`config.mk`:
```
export PLATFORM = sky130hd
export DESIGN_NAME = address_field_decoder
export DESIGN_NICKNAME = d
export VERILOG_FILES = /design/src/shared/addr_gen_pkg.sv /design/src/rtl/address_field_decoder.sv
export SDC_FILE = /design/constraint.sdc
export NUM_CORES = 2
export LEC_CHECK = 0
export BUFFER_PORTS_ARGS = -buffer_cell sky130_fd_sc_hd__buf_2
export CAP_MARGIN = 5
export CORE_MARGIN = 1.5
export CORE_UTILIZATION = 39
export DETAILED_ROUTE_END_ITERATION = 10
export HOLD_SLACK_MARGIN = 0.12
export PLACE_DENSITY = 0.66
export SKIP_LAST_GASP = 1
export SYNTH_ARGS = -nofsm -noshare
export SYNTH_HDL_FRONTEND = slang
export SYNTH_SLANG_ARGS = --single-unit
```
`constraint.sdc`:
```
create_clock -name mclk -period 7.6 [get_ports mclk]
set_input_delay 1.52 -clock mclk [delete_from_list [all_inputs] [get_ports mclk]]
set_output_delay 1.52 -clock mclk [all_outputs]
set_load 0.005 [all_outputs]
```
`src/shared/addr_gen_pkg.sv`:
```
// Constants, encodings and field positions for operand address generation
package addr_gen_pkg;

  localparam int ADDR_W     = 32;
  localparam int PTR_COUNT  = 16;
  localparam int PTR_IDX_W  = 4;
  localparam int OPCODE_W   = 48;

  localparam logic [ADDR_W-1:0]    PTR_RESET = 32'h0;
  localparam logic [PTR_IDX_W-1:0] IDX_A0    = 4'h0;
  localparam logic [PTR_IDX_W-1:0] IDX_A1    = 4'h1;
  localparam logic [PTR_IDX_W-1:0] SP_IDX    = 4'hf;
  // Short pointer field reaches only A4 to A7
  localparam logic [1:0]           UPPER_BANK_BASE = 2'h1;

  // Which address field the current instruction carries
  typedef enum logic [1:0]
  {
    KIND_SHORT  = 2'b00,
    KIND_SCALED = 2'b01,
    KIND_DIRECT = 2'b11,
    KIND_STACK  = 2'b10
  } field_kind_e;

  typedef enum logic [1:0]
  {
    WIDTH_8  = 2'b00,
    WIDTH_16 = 2'b01,
    WIDTH_32 = 2'b10,
    WIDTH_64 = 2'b11
  } access_width_e;

  // Mode codes of the short pointer field, bits 4 to 2
  localparam logic [2:0] MODE_POST_A0  = 3'h0;
  localparam logic [2:0] MODE_POST_A1  = 3'h1;
  localparam logic [2:0] MODE_IDX_A0   = 3'h2;
  localparam logic [2:0] MODE_IDX_A1   = 3'h3;
  localparam logic [2:0] MODE_PLAIN    = 3'h4;
  localparam logic [2:0] MODE_POST_INC = 3'h5;
  localparam logic [2:0] MODE_POST_DEC = 3'h6;
  localparam logic [2:0] MODE_PRE_DEC  = 3'h7;

  // Field positions within the opcode
  localparam int SHORT_LSB      = 0;
  localparam int SCALED_LSB     = 0;
  localparam int SCALED_SEL_LSB = 8;
  localparam int FIRST_ADDR_LSB = 16;
  localparam int DIR_SEL_LSB    = 16;
  localparam int DIR_LO_LSB     = 20;
  localparam int DIR_HI_LSB     = 32;

  localparam int BYTE_OFF_SHIFT = 2;
  localparam int NEG_OFF_W      = 13;
  localparam logic [18:0] NEG_PAD  = 19'h7ffff;
  localparam logic [31:0] NEG_SPAN = 32'h00002000;

endpackage

```
`src/rtl/address_field_decoder.sv`:
```
// Operand address generation with pointer register update
// What this block does
// - Short field: bits 4..2 pick the mode, bits 1..0 pick A4 to A7.
// - Modes 000/001 address the pointer, then add A0 or A1 to it.
// - Modes 010/011 address pointer plus scaled A0/A1; mode 100 addresses pointer.
// - Mode 101 addresses pointer, then pointer grows by the access size.
// - Mode 110 addresses pointer, then pointer shrinks by the access size.
// - Mode 111 shrinks pointer by the access size first, then addresses it.
// - Step and scale follow access width: 1/0, 2/1, 4/2, 8/3.
// - Scaled field holds a pointer select and an 8-bit unsigned offset.
// - Scaled field address is pointer plus offset times four, no update.
// - Selecting the stack pointer where invalid is flagged; the address is still issued.
// - Direct field bit 0 clear: address is the 32-bit absolute immediate.
// - Bit 0 set: pointer plus 28-bit offset split over opcode fields.
// - Negative stack offset has bits 13 to 31 forced to one.
// - The 13-bit field is the two's complement low part, -1 to -8192.
// - Stack address is stack pointer plus the extended negative offset.
// - The first-address field sits in opcode bits 31 to 16.
`timescale 1ns/10ps
module address_field_decoder
  import addr_gen_pkg::*;
(
  input  wire logic                  mclk,
  input  wire logic                  resetn,
  input  wire logic                  req_valid,
  input  wire field_kind_e           field_kind,
  input  wire access_width_e         access_width,
  input  wire logic [OPCODE_W-1:0]   opcode,
  input  wire logic                  direct_indirect,
  input  wire logic                  wr_en,
  input  wire logic [PTR_IDX_W-1:0]  wr_idx,
  input  wire logic [ADDR_W-1:0]     wr_data,
  input  wire logic [PTR_IDX_W-1:0]  rd_idx,
  output logic      [ADDR_W-1:0]     rd_data,
  output logic      [ADDR_W-1:0]     addr_q,
  output logic                       addr_valid_q,
  output logic                       sp_fault_q
);

  logic [ADDR_W-1:0]    ptrs [PTR_COUNT];
  logic [PTR_IDX_W-1:0] ptr_sel;
  logic [ADDR_W-1:0]    base;
  logic [ADDR_W-1:0]    index_reg;
  logic [ADDR_W-1:0]    step;
  logic [1:0]           scale;
  logic [ADDR_W-1:0]    addr_d;
  logic                 upd_en;
  logic [ADDR_W-1:0]    upd_val;
  logic                 sp_fault_d;
  logic [4:0]           short_field;
  logic [2:0]           short_mode;
  logic [11:0]          scaled_field;
  logic [NEG_OFF_W-1:0] neg_field;
  logic [27:0]          wide_offset;
  logic [ADDR_W-1:0]    abs_imm;
  logic [ADDR_W-1:0]    neg_offset;

  // Access width to shift amount; the step is one shifted by the same amount
  function automatic logic [1:0] width_scale(input access_width_e w);
    case (w)
      WIDTH_8:  width_scale = 2'h0;
      WIDTH_16: width_scale = 2'h1;
      WIDTH_32: width_scale = 2'h2;
      default:  width_scale = 2'h3;
    endcase
  endfunction

  assign scale = width_scale(access_width);
  assign step  = 32'h1 << width_scale(access_width);

  assign short_field  = opcode[SHORT_LSB +: 5];
  assign short_mode   = short_field[4:2];
  assign scaled_field = opcode[SCALED_LSB +: 12];
  assign neg_field    = opcode[FIRST_ADDR_LSB +: NEG_OFF_W];
  assign wide_offset  = {opcode[DIR_HI_LSB +: 16], opcode[DIR_LO_LSB +: 12]};
  assign abs_imm      = {opcode[DIR_HI_LSB +: 16], opcode[FIRST_ADDR_LSB +: 16]};
  assign neg_offset   = {NEG_PAD, neg_field};

  assign base      = ptrs[ptr_sel];
  assign index_reg = short_mode[0] ? ptrs[IDX_A1] : ptrs[IDX_A0];

  // Sums are kept at 32 bits so carries out of bit 31 drop
  always_comb
  begin
    ptr_sel    = SP_IDX;
    addr_d     = '0;
    upd_en     = 1'b0;
    upd_val    = '0;
    sp_fault_d = 1'b0;
    case (field_kind)
      KIND_SHORT:
      begin
        ptr_sel = {UPPER_BANK_BASE, short_field[1:0]};
        case (short_mode)
          MODE_POST_A0, MODE_POST_A1:
          begin
            addr_d  = base;
            upd_en  = 1'b1;
            upd_val = base + index_reg;
          end
          MODE_IDX_A0, MODE_IDX_A1:
            addr_d = base + (index_reg << scale);
          MODE_PLAIN:
            addr_d = base;
          MODE_POST_INC:
          begin
            addr_d  = base;
            upd_en  = 1'b1;
            upd_val = base + step;
          end
          MODE_POST_DEC:
          begin
            addr_d  = base;
            upd_en  = 1'b1;
            upd_val = base - step;
          end
          default:
          begin
            upd_en  = 1'b1;
            upd_val = base - step;
            addr_d  = base - step;
          end
        endcase
      end
      KIND_SCALED:
      begin
        ptr_sel    = scaled_field[SCALED_SEL_LSB +: PTR_IDX_W];
        addr_d     = base + {22'h0, scaled_field[7:0], 2'h0};
        sp_fault_d = (ptr_sel == SP_IDX);
      end
      KIND_DIRECT:
      begin
        if (!direct_indirect)
          addr_d = abs_imm;
        else
        begin
          ptr_sel    = opcode[DIR_SEL_LSB +: PTR_IDX_W];
          addr_d     = base + {4'h0, wide_offset};
          sp_fault_d = (ptr_sel == SP_IDX);
        end
      end
      default:
      begin
        ptr_sel = SP_IDX;
        addr_d  = base + neg_offset;
      end
    endcase
  end

  // A write from the core outranks an addressing update to the same pointer
  for (genvar i = 0; i < PTR_COUNT; i++)
  begin : g_ptr
    always_ff @(posedge mclk)
    begin
      if (!resetn)
        ptrs[i] <= PTR_RESET;
      else if (wr_en && (wr_idx == PTR_IDX_W'(i)))
        ptrs[i] <= wr_data;
      else if (req_valid && upd_en && (ptr_sel == PTR_IDX_W'(i)))
        ptrs[i] <= upd_val;
    end
  end

  assign rd_data = ptrs[rd_idx];

  always_ff @(posedge mclk)
  begin
    if (!resetn)
      addr_q <= '0;
    else if (req_valid)
      addr_q <= addr_d;
  end

  always_ff @(posedge mclk)
  begin
    if (!resetn)
      addr_valid_q <= 1'b0;
    else
      addr_valid_q <= req_valid;
  end

  // Fault is reported, the address is still produced; squashing is the core's job
  always_ff @(posedge mclk)
  begin
    if (!resetn)
      sp_fault_q <= 1'b0;
    else
      sp_fault_q <= req_valid && sp_fault_d;
  end
endmodule

```
==> impl_metrics.toml <==
[finish]
final_layout_size_suffix_gt1_frac = 0.204
fin_cells = 5495
fin_area_mm2 = 0.0454
layout_common_cells = "524 x nand2_1, 512 x edfxtp_1, 409 x and2_1, 283 x buf_4, 192 x a21oi_1"
synthToLayoutAreaGrowth_pct = 14.5
finalNetCount = 4297
fill_cells = 9405
layout_commonest_cell = "nand2_1"

[place]
gp_congestion = 0.952
place_area_mm2 = 0.0435
dp_cells = 5372
dpl.hpwl_mm = 103
place.port_buffers = 158

[cts]
cts_tree = "built"
cts_resized = 0
numCtsBuffers = 61
cts_root_buffer = "clkbuf_16"
ctsHoldBuffers = 0
htree_levels = 2
post_cts_buffers = 0
clk_pin_slew_ns = 0.06
clk_latency_ns = 0.67
clockBufferDepth = 3
cts_sinks = 546

[logic_synthesis]
ys_ff_latch = 546
synth_warnings = 0
ys.flop_type = "edfxtp_1"
avgSynthCellArea_um2 = 10.3
synth_area_mm2 = 0.0397
synth_edf_count = 512
yosysUniqueCellTypes = 111
syn_inst = 3852
syn-num-nets = 4071
yosysSeqAreaShare = 0.405
async_reset_ff_frac = 0

[grt]
antenna_found_initial = 21
first_global_vias = 32510
met1_usage = 0.372
grt.busiest_layer = "met2"
grt-ovfl-total = 0
grt_usage = 0.282
grt_max_degree = 68
grt_pass1_wl_mm = 217
met3_usage = 0.0761
use_met2 = 0.439

[hold_path]
hp-start = "addr_q[10]$_SDFFE_PN0P_"
min_to = "addr_q[10]$_SDFFE_PN0P_"
hold_path_class = "reg2reg"
whs_path_depth = 1

[timing]
slew_headroom = 0.212
hold_violations = 0
slew_viol_final = 0
fin_skew_ns = 0.0338
tightest_slew_ns = 1.18
rsz0062_at_grt = "no"
fin_crit_sh = 0.902
final-setup-viol-count = 0
hold_ws_ns = 0.477
min_period_ns = 6.85
max_freq_mhz = 146
tns_ns = 0

[setup_path]
r2r_end = "addr_q[30]$_SDFFE_PN0P_"
r2r_cells = 22
critical_path_class = "in2reg"
start_kind = "primary input"
cp.arrival_ns = 7.44
crit_fanout = 11
endpoint_kind = "flop"
ff2ff_setup_slack_ns = 2.45
worstReg2RegStart = "ptrs[1][0]$_DFFE_PP_"
crit_required_ns = 8.18

[floorplanning]
num_io_pins = 163
die_w_um = 322
die_y_um = 322
fp-row-count = 116
core_mm2 = 0.100
start_util = 0.395
die_area_mm2 = 0.104

[routing]
num_vias = 34157
drt_iter0_drc = 4506
wirelength_mm = 149
first_pass_iters = 6
wire_per_inst_um = 27.2
drc_errors = 0
postRouteAntennaNets = 0
via_per_inst = 6.22

[power]
p_leak_uw = 0.0174
ir_worst_vdd_mv = 0.201
p_per_area_mw_per_mm2 = 215

[flow_run]
cap_violations = 0

[run_status]
status = "complete, no violations"
-- flip-flops by register name, summed over array words and instances (netlist names) --
signal / flops
ptrs: 512
addr_valid_q: 1
addr_q: 32
sp_fault_q: 1
-- worst max path at each step --
| stage | slack (ns) | end | from | cells past startpoint |
|---|---|---|---|---|
| after floorplan | -0.29 | ptrs[4][0]$_DFFE_PP_ | field_kind[0] | 13 |
| after global placement | 0.26 | addr_q[31]$_SDFFE_PN0P_ | field_kind[0] | 21 |
| after detailed placement | 0.27 | addr_q[31]$_SDFFE_PN0P_ | field_kind[0] | 21 |
| after CTS | 0.94 | addr_q[28]$_SDFFE_PN0P_ | field_kind[0] | 23 |
| after global routing | 0.50 | addr_q[30]$_SDFFE_PN0P_ | field_kind[0] | 24 |
| final | 0.75 | addr_q[30]$_SDFFE_PN0P_ | field_kind[0] | 21 |
-- routing by layer --
metal  up-vias  routed length, um
met5         -                124
met3       408              18800
met1     16567              57800
met2      2211              66100
met4        20               6760
li1      14951                  -
-- report_power, final --
group | internal [uW] | leakage [uW] | switching (uW) | total [uW]
logic | 1340 | 0.0111 | 1950 | 3290
registers | 3470 | 0.00533 | 95.9 | 3560
clock network | 1600 | 0.000928 | 1290 | 2900
-- cells in the mapped netlist (30+ instances only) --
| cell | n | area share |
|---|---|---|
| a31oi_1 | 56 | 0.0088 |
| xor2_1 | 38 | 0.0084 |
| and2_1 | 409 | 0.065 |
| edfxtp_1 | 512 | 0.39 |
| nor3_1 | 36 | 0.0045 |
| mux2i_1 | 140 | 0.035 |
| a21oi_1 | 192 | 0.024 |
| mux4_2 | 161 | 0.091 |
| buf_1 | 32 | 0.0030 |
| a22oi_1 | 30 | 0.0057 |
| buf_2 | 44 | 0.0056 |
| o21ai_0 | 197 | 0.025 |
| ha_1 | 116 | 0.037 |
| xnor2_1 | 112 | 0.025 |
| a221oi_1 | 35 | 0.0077 |
| a21o_1 | 54 | 0.010 |
| a211oi_1 | 40 | 0.0076 |
| inv_1 | 55 | 0.0052 |
| dfxtp_1 | 34 | 0.017 |
| nor2_1 | 146 | 0.014 |
| nand2_1 | 524 | 0.050 |
| a22o_1 | 81 | 0.018 |
| nand3_1 | 118 | 0.015 |
| clkbuf_1 | 185 | 0.018 |
-- layout make-up --
| type | instances | area, um2 | area share |
|---|---|---|---|
| tap | 1357 | 1700 | 0.0374 |
| clock inverter | 34 | 287 | 0.00631 |
| clock buffer | 81 | 1620 | 0.0357 |
| multi-input combinational | 2951 | 22300 | 0.491 |
| inverter | 64 | 241 | 0.00532 |
| sequential | 546 | 16100 | 0.354 |
| timing repair buffer | 454 | 3190 | 0.0702 |
| antenna | 8 | 20.0 | 0.000441 |
-- cells by family after synthesis --
kind of cell,Yosys count,synth area share
muxes,336,0.137
AOI/OAI and AO/OA,929,0.162
and+or+nand+nor,1414,0.183
buffers and inverters,355,0.0396
DFF,546,0.405
adders and majority gates,122,0.0396
xor gates and xnor gates,150,0.0331
-- per-stage QoR --
step | worst slack (ns) | total power (uW) | utilization
CTS | 0.938 | 9680 | 0.452
global placement | 0.261 | 6790 | 0.433
detailed placement | 0.268 | 6820 | 0.433
global route | 0.502 | 10100 | 0.452
floorplan | -0.286 | 5660 | -
finish | 0.746 | 9750 | 0.452
-- worst max-delay path, stage by stage --
cell and delay [ns]:
buf_2 0.19, and2_4 0.23, a32o_1 0.52, nor2_1 1.00, a221oi_1 0.24, o211a_1 0.41, and2_1 0.21, ha_1 0.39
nand2_1 0.09, o21ai_0 0.20, a21o_1 0.14, a221oi_1 0.12, o311a_1 0.41, o21ai_0 0.37, nor3b_1 0.36, o31ai_1 0.16
buf_4 0.16, a211oi_1 0.27, mux2i_1 0.22, nand2_1 0.08, a31oi_1 0.14
Note: power is estimated with default switching activity, not from simulation.
